--- config.mk ---
export PLATFORM = sky130hd
export DESIGN_NAME = xsx_exec
export DESIGN_NICKNAME = d
export VERILOG_FILES = /design/src/xsx_pkg.sv /design/src/xsx_exec.sv /design/src/xsx_ptr_file.sv
export SDC_FILE = /design/constraint.sdc
export NUM_CORES = 1
export LEC_CHECK = 0
export BUFFER_PORTS_ARGS = -buffer_cell sky130_fd_sc_hd__buf_2
export CORE_MARGIN = 5
export CORE_UTILIZATION = 55
export CTS_CLUSTER_DIAMETER = 50
export DETAILED_ROUTE_END_ITERATION = 6
export PLACE_DENSITY = 0.85
export SLEW_MARGIN = 10
export SYNTH_ARGS = -nofsm -noshare
export SYNTH_HDL_FRONTEND = slang
export SYNTH_SLANG_ARGS = --single-unit
--- constraint.sdc ---
create_clock -name CLK_I -period 3.9 [get_ports CLK_I]
set_input_delay 0.195 -clock CLK_I [delete_from_list [all_inputs] [get_ports CLK_I]]
set_output_delay 0.195 -clock CLK_I [all_outputs]
set_load 0.005 [all_outputs]
--- src/xsx_pkg.sv ---
// shared constants and types for the extended stack instruction block
package xsx_pkg;

	localparam int unsigned ADDR_W = 12;
	localparam int unsigned DATA_W = 8;

	// opcode patterns, upper bits of the instruction word
	localparam logic [8:0]  OP_MOVE_IDX_W1 = 9'h1D7;   // 1110 1011 1
	localparam logic [3:0]  OP_SECOND_WORD = 4'hF;     // 1111
	localparam logic [7:0]  OP_PUSH_LIT    = 8'hFA;    // 1111 1010
	localparam logic [7:0]  OP_SUB_PTR     = 8'hE9;    // 1110 1001
	localparam logic [1:0]  SEL_RETURN     = 2'h3;     // pointer select 11

	// indexed literal offset window
	localparam logic [7:0]  IDX_OFFSET_MAX = 8'h5F;
	localparam logic [ADDR_W-1:0] ACCESS_HIGH_BASE = 12'hF00;

	// indirect addressing register locations (three pointers, five ports each)
	localparam logic [ADDR_W-1:0] INDF0_ADDR = 12'hFEF;
	localparam logic [ADDR_W-1:0] INDF1_ADDR = 12'hFE7;
	localparam logic [ADDR_W-1:0] INDF2_ADDR = 12'hFDF;
	localparam logic [ADDR_W-1:0] IND_PORT_SPAN = 12'h004;

	localparam logic [DATA_W-1:0] INDIRECT_READ_VALUE = 8'h00;
	localparam logic [ADDR_W-1:0] PTR_RESET = 12'h000;
	localparam logic EXT_ENABLE_RESET = 1'b0;

	typedef enum logic [1:0]
	{
		XSX_IDLE   = 2'b00,
		XSX_MOVE2  = 2'b01,
		XSX_RETNOP = 2'b10
	} xsx_state_e;

	// data memory request
	typedef struct packed
	{
		logic              rd;
		logic              wr;
		logic [ADDR_W-1:0] addr;
		logic [DATA_W-1:0] wdata;
	} xsx_mem_req_s;

endpackage

--- src/xsx_exec.sv ---
// execution of the extended stack instructions and indexed operand mapping
//
// Summary of operation
// - move_indexed_to_indexed is two words: 1110 1011 1 + zs, then 1111 xxxxx + zd.
// - both move addresses are stack_frame_pointer plus 7-bit offset, anywhere in 4 KB.
// - move copies source byte to destination, no status flags touched.
// - move source on an indirect addressing register yields 00h.
// - move destination on an indirect addressing register: no write, acts as no-op.
// - push_literal_decrement writes literal at stack_frame_pointer then decrements it.
// - subtract_from_pointer subtracts 6-bit literal from pointer 0, 1 or 2.
// - select 11 subtracts from stack_frame_pointer then returns from return_stack_top.
// - subtract_and_return takes two cycles, second one a no-op.
// - extension enable also turns on indexed literal offset addressing.
// - extension off: access bit 0 is access bank, 1 is bank_select_register bank.
// - extension on, access bit 0, operand 5Fh or less: offset from stack_frame_pointer.
// - stack_frame_pointer of 00h reproduces the legacy access mapping.
// - bracketed indexed operand takes access bit as 0.
// - destination select bit keeps its meaning in indexed mode.
// - extension_enable_bit defaults to 0, everything extended disabled.
//
// The implementer's own choices: the strobed register port and the address map.
`timescale 1ns/10ps
module xsx_exec
#(
	parameter int unsigned ADDR_W = xsx_pkg::ADDR_W,
	parameter int unsigned DATA_W = xsx_pkg::DATA_W
)
(
	input  wire logic              CLK_I,
	input  wire logic              RST_I,
	input  wire logic              EXT_ENABLE_I,
	input  wire logic              INSTR_VALID_I,
	input  wire logic [15:0]       INSTR_I,
	input  wire logic [3:0]        BANK_SELECT_I,
	input  wire logic [DATA_W-1:0] MEM_RDATA_I,
	input  wire logic [20:0]       RETURN_STACK_TOP_I,
	output logic                   MEM_RD_O,
	output logic                   MEM_WR_O,
	output logic [ADDR_W-1:0]      MEM_ADDR_O,
	output logic [DATA_W-1:0]      MEM_WDATA_O,
	output logic [ADDR_W-1:0]      OPERAND_ADDR_O,
	output logic                   OPERAND_TO_FILE_O,
	output logic                   PC_LOAD_O,
	output logic [20:0]            PC_VALUE_O,
	output logic                   BUSY_O,
	output logic                   EXT_ACTIVE_O,
	output logic [ADDR_W-1:0]      STACK_FRAME_POINTER_O
);

	////////////////////////////////////////////////////////////////////////
	// helpers

	function automatic logic is_indirect(input logic [ADDR_W-1:0] a);
		is_indirect = (a >= xsx_pkg::INDF2_ADDR
			&& a <= xsx_pkg::INDF2_ADDR + xsx_pkg::IND_PORT_SPAN)
			|| (a >= xsx_pkg::INDF1_ADDR
			&& a <= xsx_pkg::INDF1_ADDR + xsx_pkg::IND_PORT_SPAN)
			|| (a >= xsx_pkg::INDF0_ADDR
			&& a <= xsx_pkg::INDF0_ADDR + xsx_pkg::IND_PORT_SPAN);
	endfunction

	// pointer plus unsigned offset, wrapped
	function automatic logic [ADDR_W-1:0] ptr_add(input logic [ADDR_W-1:0] p,
		input logic [7:0] k);
		ptr_add = ADDR_W'(p + {4'h0, k});
	endfunction

	////////////////////////////////////////////////////////////////////////
	// state

	xsx_pkg::xsx_state_e state_q, state_d;
	xsx_pkg::xsx_mem_req_s req_q, req_d;
	logic [DATA_W-1:0] move_data_q, move_data_d;
	logic              src_indirect_q, src_indirect_d;
	logic [ADDR_W-1:0] oper_q, oper_d;
	logic              to_file_q, to_file_d;
	logic              pc_load_q, pc_load_d;
	logic [20:0]       pc_val_q, pc_val_d;
	logic              ext_q;

	logic              pwr;
	logic [1:0]        psel;
	logic [ADDR_W-1:0] pdata;
	logic [ADDR_W-1:0] ptr0, ptr1, ptr2, sel_ptr;

	xsx_ptr_file #(.ADDR_W(ADDR_W)) u_ptrs
	(
		.clk_i   (CLK_I),
		.rst_i   (RST_I),
		.wr_i    (pwr),
		.wsel_i  (psel),
		.wdata_i (pdata),
		.ptr0_o  (ptr0),
		.ptr1_o  (ptr1),
		.ptr2_o  (ptr2)
	);

	always_comb
	begin
		case (INSTR_I[7:6])
			2'h0:    sel_ptr = ptr0;
			2'h1:    sel_ptr = ptr1;
			default: sel_ptr = ptr2;
		endcase
	end

	////////////////////////////////////////////////////////////////////////
	// decode and execute

	always_comb
	begin
		state_d        = state_q;
		req_d          = '0;
		move_data_d    = move_data_q;
		src_indirect_d = src_indirect_q;
		oper_d         = oper_q;
		to_file_d      = to_file_q;
		pc_load_d      = 1'b0;
		pc_val_d       = pc_val_q;
		pwr            = 1'b0;
		psel           = 2'h2;
		pdata          = ptr2;
		case (state_q)
			xsx_pkg::XSX_IDLE:
			begin
				if (INSTR_VALID_I && ext_q)
				begin
					if (INSTR_I[15:7] == xsx_pkg::OP_MOVE_IDX_W1)
					begin
						// first word: read source
						req_d.rd = 1'b1;
						req_d.addr = ptr_add(ptr2, {1'b0, INSTR_I[6:0]});
						src_indirect_d = is_indirect(req_d.addr);
						state_d = xsx_pkg::XSX_MOVE2;
					end
					else if (INSTR_I[15:8] == xsx_pkg::OP_PUSH_LIT)
					begin
						req_d.wr = 1'b1;
						req_d.addr = ptr2;
						req_d.wdata = INSTR_I[7:0];
						pwr = 1'b1;
						pdata = ADDR_W'(ptr2 - 12'h001);
					end
					else if (INSTR_I[15:8] == xsx_pkg::OP_SUB_PTR)
					begin
						pwr = 1'b1;
						psel = (INSTR_I[7:6] == xsx_pkg::SEL_RETURN) ? 2'h2 : INSTR_I[7:6];
						pdata = ADDR_W'(sel_ptr - {6'h00, INSTR_I[5:0]});
						if (INSTR_I[7:6] == xsx_pkg::SEL_RETURN)
						begin
							pc_load_d = 1'b1;
							pc_val_d = RETURN_STACK_TOP_I;
							state_d = xsx_pkg::XSX_RETNOP;
						end
					end
				end
				// operand mapping for standard byte and bit instructions
				if (INSTR_VALID_I)
				begin
					to_file_d = INSTR_I[9];
					if (ext_q && !INSTR_I[8] && INSTR_I[7:0] <= xsx_pkg::IDX_OFFSET_MAX)
						oper_d = ptr_add(ptr2, INSTR_I[7:0]);
					else if (!INSTR_I[8])
						oper_d = (INSTR_I[7:0] <= xsx_pkg::IDX_OFFSET_MAX)
							? {4'h0, INSTR_I[7:0]}
							: xsx_pkg::ACCESS_HIGH_BASE | {4'h0, INSTR_I[7:0]};
					else
						oper_d = {BANK_SELECT_I, INSTR_I[7:0]};
				end
			end
			xsx_pkg::XSX_MOVE2:
			begin
				// source byte stands only in the cycle after the read
				if (req_q.rd)
					move_data_d = MEM_RDATA_I;
				if (INSTR_VALID_I && INSTR_I[15:12] == xsx_pkg::OP_SECOND_WORD)
				begin
					// second word: write destination unless indirect
					req_d.addr = ptr_add(ptr2, {1'b0, INSTR_I[6:0]});
					req_d.wr = !is_indirect(req_d.addr);
					req_d.wdata = src_indirect_q ? xsx_pkg::INDIRECT_READ_VALUE
						: (req_q.rd ? MEM_RDATA_I : move_data_q);
					state_d = xsx_pkg::XSX_IDLE;
				end
			end
			xsx_pkg::XSX_RETNOP:
				state_d = xsx_pkg::XSX_IDLE;
			default:
				state_d = xsx_pkg::XSX_IDLE;
		endcase
	end

	always_ff @(posedge CLK_I or posedge RST_I)
	begin
		if (RST_I)
		begin
			state_q        <= xsx_pkg::XSX_IDLE;
			req_q          <= '0;
			move_data_q    <= '0;
			src_indirect_q <= 1'b0;
			oper_q         <= '0;
			to_file_q      <= 1'b0;
			pc_load_q      <= 1'b0;
			pc_val_q       <= '0;
			ext_q          <= xsx_pkg::EXT_ENABLE_RESET;
		end
		else
		begin
			state_q        <= state_d;
			req_q          <= req_d;
			move_data_q    <= move_data_d;
			src_indirect_q <= src_indirect_d;
			oper_q         <= oper_d;
			to_file_q      <= to_file_d;
			pc_load_q      <= pc_load_d;
			pc_val_q       <= pc_val_d;
			ext_q          <= EXT_ENABLE_I;
		end
	end

	////////////////////////////////////////////////////////////////////////
	// outputs

	logic [ADDR_W-1:0] sfp_q, sfp_d;
	logic              busy_q, busy_d;

	always_comb
	begin
		sfp_d  = (pwr && psel == 2'h2) ? pdata : ptr2;
		busy_d = (state_d != xsx_pkg::XSX_IDLE);
	end

	always_ff @(posedge CLK_I or posedge RST_I)
	begin
		if (RST_I)
		begin
			sfp_q  <= xsx_pkg::PTR_RESET;
			busy_q <= 1'b0;
		end
		else
		begin
			sfp_q  <= sfp_d;
			busy_q <= busy_d;
		end
	end

	assign MEM_RD_O              = req_q.rd;
	assign MEM_WR_O              = req_q.wr;
	assign MEM_ADDR_O            = req_q.addr;
	assign MEM_WDATA_O           = req_q.wdata;
	assign OPERAND_ADDR_O        = oper_q;
	assign OPERAND_TO_FILE_O     = to_file_q;
	assign PC_LOAD_O             = pc_load_q;
	assign PC_VALUE_O            = pc_val_q;
	assign BUSY_O                = busy_q;
	assign EXT_ACTIVE_O          = ext_q;
	assign STACK_FRAME_POINTER_O = sfp_q;

	////////////////////////////////////////////////////////////////////////
	// checks

	push_addr_a: assert property (@(posedge CLK_I) disable iff (RST_I)
		(state_q == xsx_pkg::XSX_IDLE && ext_q && INSTR_VALID_I
		&& INSTR_I[15:8] == xsx_pkg::OP_PUSH_LIT)
		|=> (MEM_WR_O && MEM_ADDR_O == $past(ptr2)
		&& STACK_FRAME_POINTER_O == 12'($past(ptr2) - 12'h001)))
		else $error("push literal wrong address or pointer");

	sub_ptr_a: assert property (@(posedge CLK_I) disable iff (RST_I)
		(state_q == xsx_pkg::XSX_IDLE && ext_q && INSTR_VALID_I
		&& INSTR_I[15:6] == {xsx_pkg::OP_SUB_PTR, 2'h2})
		|=> (STACK_FRAME_POINTER_O == 12'($past(ptr2) - {6'h00, $past(INSTR_I[5:0])})))
		else $error("subtract from pointer wrong");

	ret_load_a: assert property (@(posedge CLK_I) disable iff (RST_I)
		(state_q == xsx_pkg::XSX_IDLE && ext_q && INSTR_VALID_I
		&& INSTR_I[15:6] == {xsx_pkg::OP_SUB_PTR, xsx_pkg::SEL_RETURN})
		|=> (PC_LOAD_O && PC_VALUE_O == $past(RETURN_STACK_TOP_I) && BUSY_O)
		##1 !BUSY_O)
		else $error("subtract and return sequence wrong");

	move_read_a: assert property (@(posedge CLK_I) disable iff (RST_I)
		(state_q == xsx_pkg::XSX_IDLE && ext_q && INSTR_VALID_I
		&& INSTR_I[15:7] == xsx_pkg::OP_MOVE_IDX_W1)
		|=> (MEM_RD_O && !MEM_WR_O
		&& MEM_ADDR_O == 12'($past(ptr2) + {5'h00, $past(INSTR_I[6:0])})))
		else $error("move source read wrong");

	move_nowrite_a: assert property (@(posedge CLK_I) disable iff (RST_I)
		(state_q == xsx_pkg::XSX_MOVE2 && INSTR_VALID_I
		&& INSTR_I[15:12] == xsx_pkg::OP_SECOND_WORD
		&& is_indirect(12'(ptr2 + {5'h00, INSTR_I[6:0]})))
		|=> !MEM_WR_O)
		else $error("write to indirect register during move");

	move_zero_a: assert property (@(posedge CLK_I) disable iff (RST_I)
		(state_q == xsx_pkg::XSX_MOVE2 && src_indirect_q && INSTR_VALID_I
		&& INSTR_I[15:12] == xsx_pkg::OP_SECOND_WORD)
		|=> MEM_WDATA_O == xsx_pkg::INDIRECT_READ_VALUE)
		else $error("indirect source not zero");

	idx_oper_a: assert property (@(posedge CLK_I) disable iff (RST_I)
		(state_q == xsx_pkg::XSX_IDLE && ext_q && INSTR_VALID_I && !INSTR_I[8]
		&& INSTR_I[7:0] <= xsx_pkg::IDX_OFFSET_MAX)
		|=> OPERAND_ADDR_O == 12'($past(ptr2) + {4'h0, $past(INSTR_I[7:0])}))
		else $error("indexed operand address wrong");

	bank_oper_a: assert property (@(posedge CLK_I) disable iff (RST_I)
		(state_q == xsx_pkg::XSX_IDLE && INSTR_VALID_I && INSTR_I[8])
		|=> OPERAND_ADDR_O == {$past(BANK_SELECT_I), $past(INSTR_I[7:0])})
		else $error("banked operand address wrong");

	sub_keep_a: assert property (@(posedge CLK_I) disable iff (RST_I)
		(state_q == xsx_pkg::XSX_IDLE && ext_q && INSTR_VALID_I
		&& INSTR_I[15:6] == {xsx_pkg::OP_SUB_PTR, 2'h1})
		|=> (STACK_FRAME_POINTER_O == $past(ptr2) && !PC_LOAD_O
		&& ptr1 == 12'($past(ptr1) - {6'h00, $past(INSTR_I[5:0])})))
		else $error("subtract from pointer one wrong");

endmodule // xsx_exec

--- src/xsx_ptr_file.sv ---
// the three indirect pointers held as a small register memory
`timescale 1ns/10ps
module xsx_ptr_file
#(
	parameter int unsigned ADDR_W = 12
)
(
	input  wire logic              clk_i,
	input  wire logic              rst_i,
	input  wire logic              wr_i,
	input  wire logic [1:0]        wsel_i,
	input  wire logic [ADDR_W-1:0] wdata_i,
	output logic [ADDR_W-1:0]      ptr0_o,
	output logic [ADDR_W-1:0]      ptr1_o,
	output logic [ADDR_W-1:0]      ptr2_o
);

	logic [ADDR_W-1:0] mem_q [3];
	logic [ADDR_W-1:0] mem_d [3];

	always_comb
	begin
		mem_d = mem_q;
		if (wr_i && wsel_i != 2'h3)
			mem_d[wsel_i] = wdata_i;
	end

	always_ff @(posedge clk_i or posedge rst_i)
	begin
		if (rst_i)
		begin
			mem_q[0] <= '0;
			mem_q[1] <= '0;
			mem_q[2] <= '0;
		end
		else
			mem_q <= mem_d;
	end

	assign ptr0_o = mem_q[0];
	assign ptr1_o = mem_q[1];
	assign ptr2_o = mem_q[2];

endmodule // xsx_ptr_file

==> results.toml, run 1 <==
[outcome]
run_status = "finished with violations"
failed_checks = "negative hold slack"

[sta]
setup-violations-final = 0
timing.final.crit_share_pct = 70.3
timing.final.hold_violations = 93
achievable-frequency_mhz = 365
final.min_clock_period_ns = 2.74
timing.final.max_slew_violations = 0
finalClockSkew_ns = 0.00993
rsz0062_at_grt = "no"
max_slew.worst_pin.slew_ns = 0.991
timing.max_slew.rel_slack_pct = 33.9
setup_tns_ns = 0
worst_hold_slack_ns = -0.0354

[clocking]
cts_root_buf = "sky130_fd_sc_hd__clkbuf_16"
clock_path_buffers = 2
clkSinkCount = 118
cts_tree = "built"
worstSkewPairLatency_ns = 0.42
cts.htree.levels = 4
post_cts_resize_count = 0
cts_made_buffers = 17
cts.reportedPaths.clkPinSlew_ns = 0.06

[logic_synthesis]
postSynthCellCount = 660
synth_edf_count = 0
post_synth_instance_area_mm2 = 0.00647
yosys.cell_count.top_type = "sky130_fd_sc_hd__dfrtp_1"
yosys_register_bits = 118
synth_fp_nets = 730
ys_warn_count = 0
prevailing_post_synth_register_cell = "sky130_fd_sc_hd__dfrtp_1"
ys_top_cells_by_area = "sky130_fd_sc_hd__dfrtp_1 (46%), sky130_fd_sc_hd__mux2_2 (5.7%), sky130_fd_sc_hd__o21ai_0 (5.3%)"
synth_top_area_share_pct = 45.6
synth_area_leader_cell = "sky130_fd_sc_hd__dfrtp_1"
synth.avg_cell_area_um2 = 9.81
synth.lib_cells_used.distinct = 73
sequential_element_share_of_the_synthesized_area_pct = 45.6
synth_commonest_cells = "sky130_fd_sc_hd__dfrtp_1 (118), sky130_fd_sc_hd__nand2_1 (70), sky130_fd_sc_hd__o21ai_0 (69)"
synthArstFlopShare_pct = 100

[worst_setup_path]
critical_path.startpoint_type = "register"
worst_path_max_delay_cell = "sky130_fd_sc_hd__fa_1"
worstSetupPathDepth = 12
cp_slowest_stage_delay_ns = 0.40
crit_top_cell = "sky130_fd_sc_hd__nor2_1"
worstPathArrival_ns = 3.00
worst_path_dominant_cell_family = "compound AO/OA/AOI/OAI gates"
critPathBufInv = 1
r2r_cells = 12
timing.critical_path.fanout_max = 4
worst_setup_ep_type = "register"
crit_chain = "mux2i_1 > nor2_1 > a21oi_1 > ha_1 > inv_1 > fa_1 > a21o_1 > a221oi_1 > xor2_1 > nor2_1 > nor2_1 > o21ai_0"
worst-setup-path-type = "register to register"
critPathRequiredTime_ns = 4.15

[routing]
firstDrtPassIters = 6
totalWireLength_um = 17800
detail_route.iter0.violations = 563
route.detailed.vias_per_inst = 6.08
routed_wire_length_per_instance_um = 19.2
drc = 0
routed-via-count = 5653
antenna_violating_nets_post_route = 0

[global_route]
antenna_found_initial = 0
grt.overflow.total = 0
global_router_s_overall_resource_usage_pct = 25.9
first_global_vias = 5768
first_pass_grt_wire_length_um = 29300
grt_max_degree = 96

[final_layout]
layout-area-overhead-vs-synth_pct = 20.1
num_antenna_cells = 0
filler_cell_count = 861
fin_area_mm2 = 0.00777
post_route_cells_drive_above_1_share_pct = 26.9
nets = 844

[placement]
global_placement_routability_congestion = 0.898
place.port_buffers = 123
placed_cell_area_mm2 = 0.00713
place_hpwl_um = 12800

[pwr]
power.switching_fraction_pct = 22.9
power_frac_comb_pct = 8.6
switchingPower_mw = 0.720
internal-power_mw = 2.43
power.density_cell_area_mw_per_mm2 = 405
share_clk_of_total_power_pct = 50.9
power.ir.vdd_worst_uv = 416
power_leakage_nw = 3.75
seq_power_share_pct = 40.5

[floorplan]
placementRows = 39
dieWidth_um = 118
die-height_um = 118
design.die.area_mm2 = 0.0140
initial_core_util_pct = 56.5
boundaryPins = 124
core-area_mm2 = 0.0115

[hold_path]
hold_path_class = "primary input to async pin"

[flow_run]
cap_violations = 0
-- sequential cells by signal, summed over array words and instances, names as in the netlist --
signal and cells:
MEM_ADDR_O 12, OPERAND_TO_FILE_O 1, src_indirect_q 1, MEM_RD_O 1, PC_LOAD_O 1, move_data_q 8
MEM_WR_O 1, u_ptrs.ptr2_o 12, BUSY_O 1, u_ptrs.ptr1_o 12, MEM_WDATA_O 8, OPERAND_ADDR_O 12
state_q 2, STACK_FRAME_POINTER_O 12, PC_VALUE_O 21, EXT_ACTIVE_O 1, u_ptrs.ptr0_o 12
-- cells in the final DEF (no fill, tap or decap), types with 4 or more instances in the layout --
cell type | netlist | layout
sky130_fd_sc_hd__a211oi_1 | 5 | 5
sky130_fd_sc_hd__a21o_1 | 4 | 4
sky130_fd_sc_hd__a21oi_1 | 43 | 43
sky130_fd_sc_hd__a22o_1 | 5 | 5
sky130_fd_sc_hd__a31oi_1 | 12 | 12
sky130_fd_sc_hd__and3_1 | 8 | 8
sky130_fd_sc_hd__and3b_1 | 4 | 4
sky130_fd_sc_hd__buf_2 | 7 | 123
sky130_fd_sc_hd__buf_4 | 3 | 4
sky130_fd_sc_hd__clkbuf_16 | 0 | 17
sky130_fd_sc_hd__clkbuf_8 | 0 | 4
sky130_fd_sc_hd__dfrtp_1 | 118 | 118
sky130_fd_sc_hd__ha_1 | 15 | 15
sky130_fd_sc_hd__inv_1 | 18 | 17
sky130_fd_sc_hd__mux2_2 | 33 | 33
sky130_fd_sc_hd__mux2i_1 | 25 | 25
sky130_fd_sc_hd__nand2_1 | 70 | 70
sky130_fd_sc_hd__nand2b_1 | 7 | 7
sky130_fd_sc_hd__nand3_1 | 9 | 9
sky130_fd_sc_hd__nand4_1 | 4 | 4
sky130_fd_sc_hd__nor2_1 | 47 | 46
sky130_fd_sc_hd__nor2b_1 | 8 | 8
sky130_fd_sc_hd__nor3_1 | 11 | 11
sky130_fd_sc_hd__nor3b_1 | 4 | 4
sky130_fd_sc_hd__o21a_1 | 4 | 4
sky130_fd_sc_hd__o21ai_0 | 69 | 69
sky130_fd_sc_hd__o21ai_1 | 9 | 9
sky130_fd_sc_hd__o22ai_1 | 8 | 8
sky130_fd_sc_hd__o31a_1 | 4 | 4
sky130_fd_sc_hd__o31ai_1 | 5 | 5
sky130_fd_sc_hd__or3_1 | 5 | 5
sky130_fd_sc_hd__xnor2_1 | 7 | 7
sky130_fd_sc_hd__xor2_1 | 9 | 9
-- cells by family (layout without fill, tap and decap cells) --
group	after synthesis	after routing	share of synthesized area, %
AND/OR/NAND/NOR	204	204	16.7
buffers and inverters	54	181	3.79
AO/OA/AOI/OAI	189	189	17.6
XOR/XNOR	16	16	2.16
adder cells (fa/ha/maj)	17	17	3.52
flip-flops	118	118	45.6
multiplexers	62	62	10.6
-- cell type report --
type                            instances  area [um^2]  area share [%]
Clock inverter                          8          120            1.55
Multi-Input combinational cell        488         3280            42.2
Sequential cell                       118         2950            38.0
Tap cell                              143          179            2.30
Clock buffer                           24          492            6.33
Inverter                               19         76.3           0.982
Timing Repair Buffer                  130          676            8.69
-- repair_timing --
action | in CTS | in global routing
hold buffers | 3 | 0
buffers inserted | 0 | 0
hold endpoints to repair | 3 | 0
-- power by group through the flow --
stage | sequential (mW) | combinational (mW) | clock [mW]
3_3_place_gp | 1.29 | 0.255 | 0
6_report | 1.27 | 0.270 | 1.60
2_1_floorplan | 1.29 | 0.170 | 0
5_1_grt | 1.28 | 0.300 | 1.68
4_1_cts | 1.27 | 0.268 | 1.62
3_5_place_dp | 1.29 | 0.263 | 0
-- metrics by stage --
stage	power, mW	setup WS (ns)	instances	hold WS [ns]	util, %
CTS	3.16	1.18	930	0.000843	67.8
global route	3.26	0.948	930	0.000765	67.8
floorplan	1.46	0.576	660	0.226	-
finish	3.15	1.16	930	-0.0354	67.8
global placement	1.55	1.12	895	0.305	62.2
detailed placement	1.56	0.959	895	0.304	62.2
-- worst paths after layout --
kind,start,end,slack [ns]
max,u_ptrs.ptr1_o[0],u_ptrs.ptr2_o[6],1.16
min,RST_I,PC_VALUE_O[10],-0.04
max reg2reg,u_ptrs.ptr1_o[0],u_ptrs.ptr2_o[6],1.16
min reg2reg,u_ptrs.ptr1_o[11],u_ptrs.ptr1_o[11],0.48
max in group asynchronous,RST_I,MEM_WDATA_O[0],3.07
min in group CLK_I,RETURN_STACK_TOP_I[15],PC_VALUE_O[15],0.01
-- per-layer routing --
layer | track usage [%] | vias to the layer above | routed length [um]
met4 | 12.0 | 0 | 639
met3 | 7.16 | 62 | 1520
met2 | 42.4 | 271 | 8810
met1 | 31.9 | 2706 | 6870
met5 | 0 | - | 0
li1 | - | 2614 | -
Note: power is estimated with default switching activity, not from simulation.
==> run 2: changes to the inputs <==
- CORE_UTILIZATION: 55 -> 51
- PLACE_DENSITY: 0.85 -> 0.83
- clock period: 3.9 -> 2.3 ns (I/O delays scaled with it)
==> run 2 against run 1 <==
  * The run ends with negative setup slack left
  * Die area grew 7.2%
  * Fmax grew 9.1%
  * Via count grew 16%
  * Combinational power grew 140%
  * First-iteration DRC count grew 55%
  * Core utilization grew 3.9 points
  * Clock skew grew 0.0033 ns
  * Worst setup slack lost 1.4 ns
==> results.toml, run 2 (synthesis results as in run 1) <==
[routing]
routed_wire_length_per_instance_um = 21.6
antenna_violating_nets_post_route = 0
detail_route.iter0.violations = 872
routed-via-count = 6543
route.detailed.vias_per_inst = 6.21
firstDrtPassIters = 7
totalWireLength_um = 22700
drc = 0

[sta]
rsz0062_at_grt = "yes"
timing.final.max_slew_violations = 0
worst_hold_slack_ns = 0.0753
timing.final.hold_violations = 0
setup-violations-final = 42
setup_slack_ns = -0.214
max_slew.worst_pin.slew_ns = 0.766
achievable-frequency_mhz = 398
finalClockSkew_ns = 0.0133
final.min_clock_period_ns = 2.51
timing.max_slew.rel_slack_pct = 48.6
timing.final.crit_share_pct = 109
setup_tns_ns = -5.35

[worst_setup_path]
critPathRequiredTime_ns = 2.64
critical_path.startpoint_type = "register"
timing.critical_path.fanout_max = 4
worstPathArrival_ns = 2.85
critPathBufInv = 1
worst_path_dominant_cell_family = "compound AO/OA/AOI/OAI gates"
r2r_cells = 10
worst-setup-path-type = "register to register"
cp_slowest_stage_delay_ns = 0.45
crit_chain = "mux2i_1 > o21ai_0 > ha_2 > o21a_1 > o31a_1 > buf_4 > o21ai_1 > a211oi_4 > nor2_4 > a21oi_2"
worst_path_max_delay_cell = "sky130_fd_sc_hd__ha_2"
worstSetupStartpoint = "u_ptrs.ptr1_o[2]"
regToRegStartpoint = "u_ptrs.ptr1_o[2]"
worst_setup_ep_type = "register"
worstSetupPathDepth = 10

[outcome]
run_status = "finished with violations"
failed_checks = "negative setup slack"

[placement]
place.port_buffers = 123
place_hpwl_um = 13800
placed_cell_area_mm2 = 0.00768
place_inst = 982
global_placement_routability_congestion = 0.935

[global_route]
global_router_s_overall_resource_usage_pct = 28.6
antenna_found_initial = 0
first_global_vias = 6447
grt.overflow.total = 0
grt_max_degree = 63
first_pass_grt_wire_length_um = 33300

[clocking]
clkSinkCount = 118
cts_made_buffers = 17
cts.htree.levels = 4
cts.reportedPaths.clkPinSlew_ns = 0.06
worstSkewPairLatency_ns = 0.43
cts_root_buf = "sky130_fd_sc_hd__clkbuf_16"
clock_path_buffers = 2
cts_tree = "built"

[final_layout]
multi_input_area_mm2 = 0.00360
stdcell_count = 1053
post_route_cells_drive_above_1_share_pct = 38.7
filler_cell_count = 839
fin_area_mm2 = 0.00897
nets = 939
layout.cells.most_common = "sky130_fd_sc_hd__buf_2"
flip_flop_count_of_the_largest_register_after_layout = 21
layout-area-overhead-vs-synth_pct = 38.6
num_antenna_cells = 0
final_util_pct = 71.7
sequential_cell_area_mm2 = 0.00295
final_cell_mix = "sky130_fd_sc_hd__buf_2 (123), sky130_fd_sc_hd__dfrtp_1 (118), sky130_fd_sc_hd__nand2_1 (69)"

[pwr]
power.density_cell_area_mw_per_mm2 = 625
power.ir.vdd_worst_uv = 498
power_leakage_nw = 4.29

[hold_path]
hold_path_class = "primary input to register"
hold_depth = 3
holdCritStartpoint = "INSTR_I[5]"

[floorplan]
core-area_mm2 = 0.0125
initial_core_util_pct = 51.7
design.die.area_mm2 = 0.0150
boundaryPins = 124
placementRows = 41
die-height_um = 123
dieWidth_um = 123

[flow_run]
cap_violations = 0
-- run 2: power breakdown --
| part | leakage [nW] | total (mW) | switching (mW) | internal, mW |
|---|---|---|---|---|
| Sequential | 1.59 | 2.16 | 0.0318 | 2.12 |
| Clock | 0.301 | 2.82 | 0.980 | 1.84 |
| Combinational | 2.40 | 0.635 | 0.357 | 0.278 |
| Total | 4.29 | 5.61 | 1.37 | 4.24 |
-- run 2: what timing repair did --
action	in CTS	in global routing
setup endpoints to repair	35	47
resized for setup	29	46
hold buffers	31	0
pin swaps	29	16
endpoints found under the hold margin	48	0
setup buffers	5	4
-- run 2: cell type report --
class                           count  share of cell area, %
Clock buffer                       23                   5.55
Clock inverter                      8                   1.34
Inverter                           19                  0.837
Multi-Input combinational cell    488                   40.2
Sequential cell                   118                   32.9
Tap cell                          172                   2.40
Timing Repair Buffer              225                   16.8
-- run 2: metal layers --
metal  global-route usage [%]  up-vias  share of wire, %
li1                         -     2807                 -
met1                     33.7     3055                36
met2                     48.0      504                47
met3                     6.54      177               9.9
met4                     16.2        0               7.0
met5                        0        -                 0
-- run 2: worst register-to-register path, delay by kind of cell (launching register included) --
kind	cells	cell delay [ns]
DFF	1	0.40
adders and majority gates	1	0.45
buffers and inverters	1	0.17
and+or+nand+nor	1	0.09
AOI/OAI and AO/OA	6	1.12
muxes	1	0.22
-- run 2: metrics by stage --
stage / power (mW) / setup slack (ns)
2_1_floorplan: 2.49 / -0.162
3_3_place_gp: 2.69 / -0.157
3_5_place_dp: 2.70 / -0.189
4_1_cts: 5.52 / -0.120
5_1_grt: 5.76 / -0.412
6_report: 5.61 / -0.214
-- run 2: path summary, 6_finish.rpt --
| path | endpoint | slack [ns] |
|---|---|---|
| max in group asynchronous | move_data_q[1] | 1.20 |
| min in group asynchronous | STACK_FRAME_POINTER_O[8] | 0.25 |
| hold reg to reg | u_ptrs.ptr0_o[10] | 0.48 |
| hold / removal | OPERAND_ADDR_O[5] | 0.08 |
| setup / recovery | STACK_FRAME_POINTER_O[5] | -0.21 |
| setup reg to reg | STACK_FRAME_POINTER_O[5] | -0.21 |
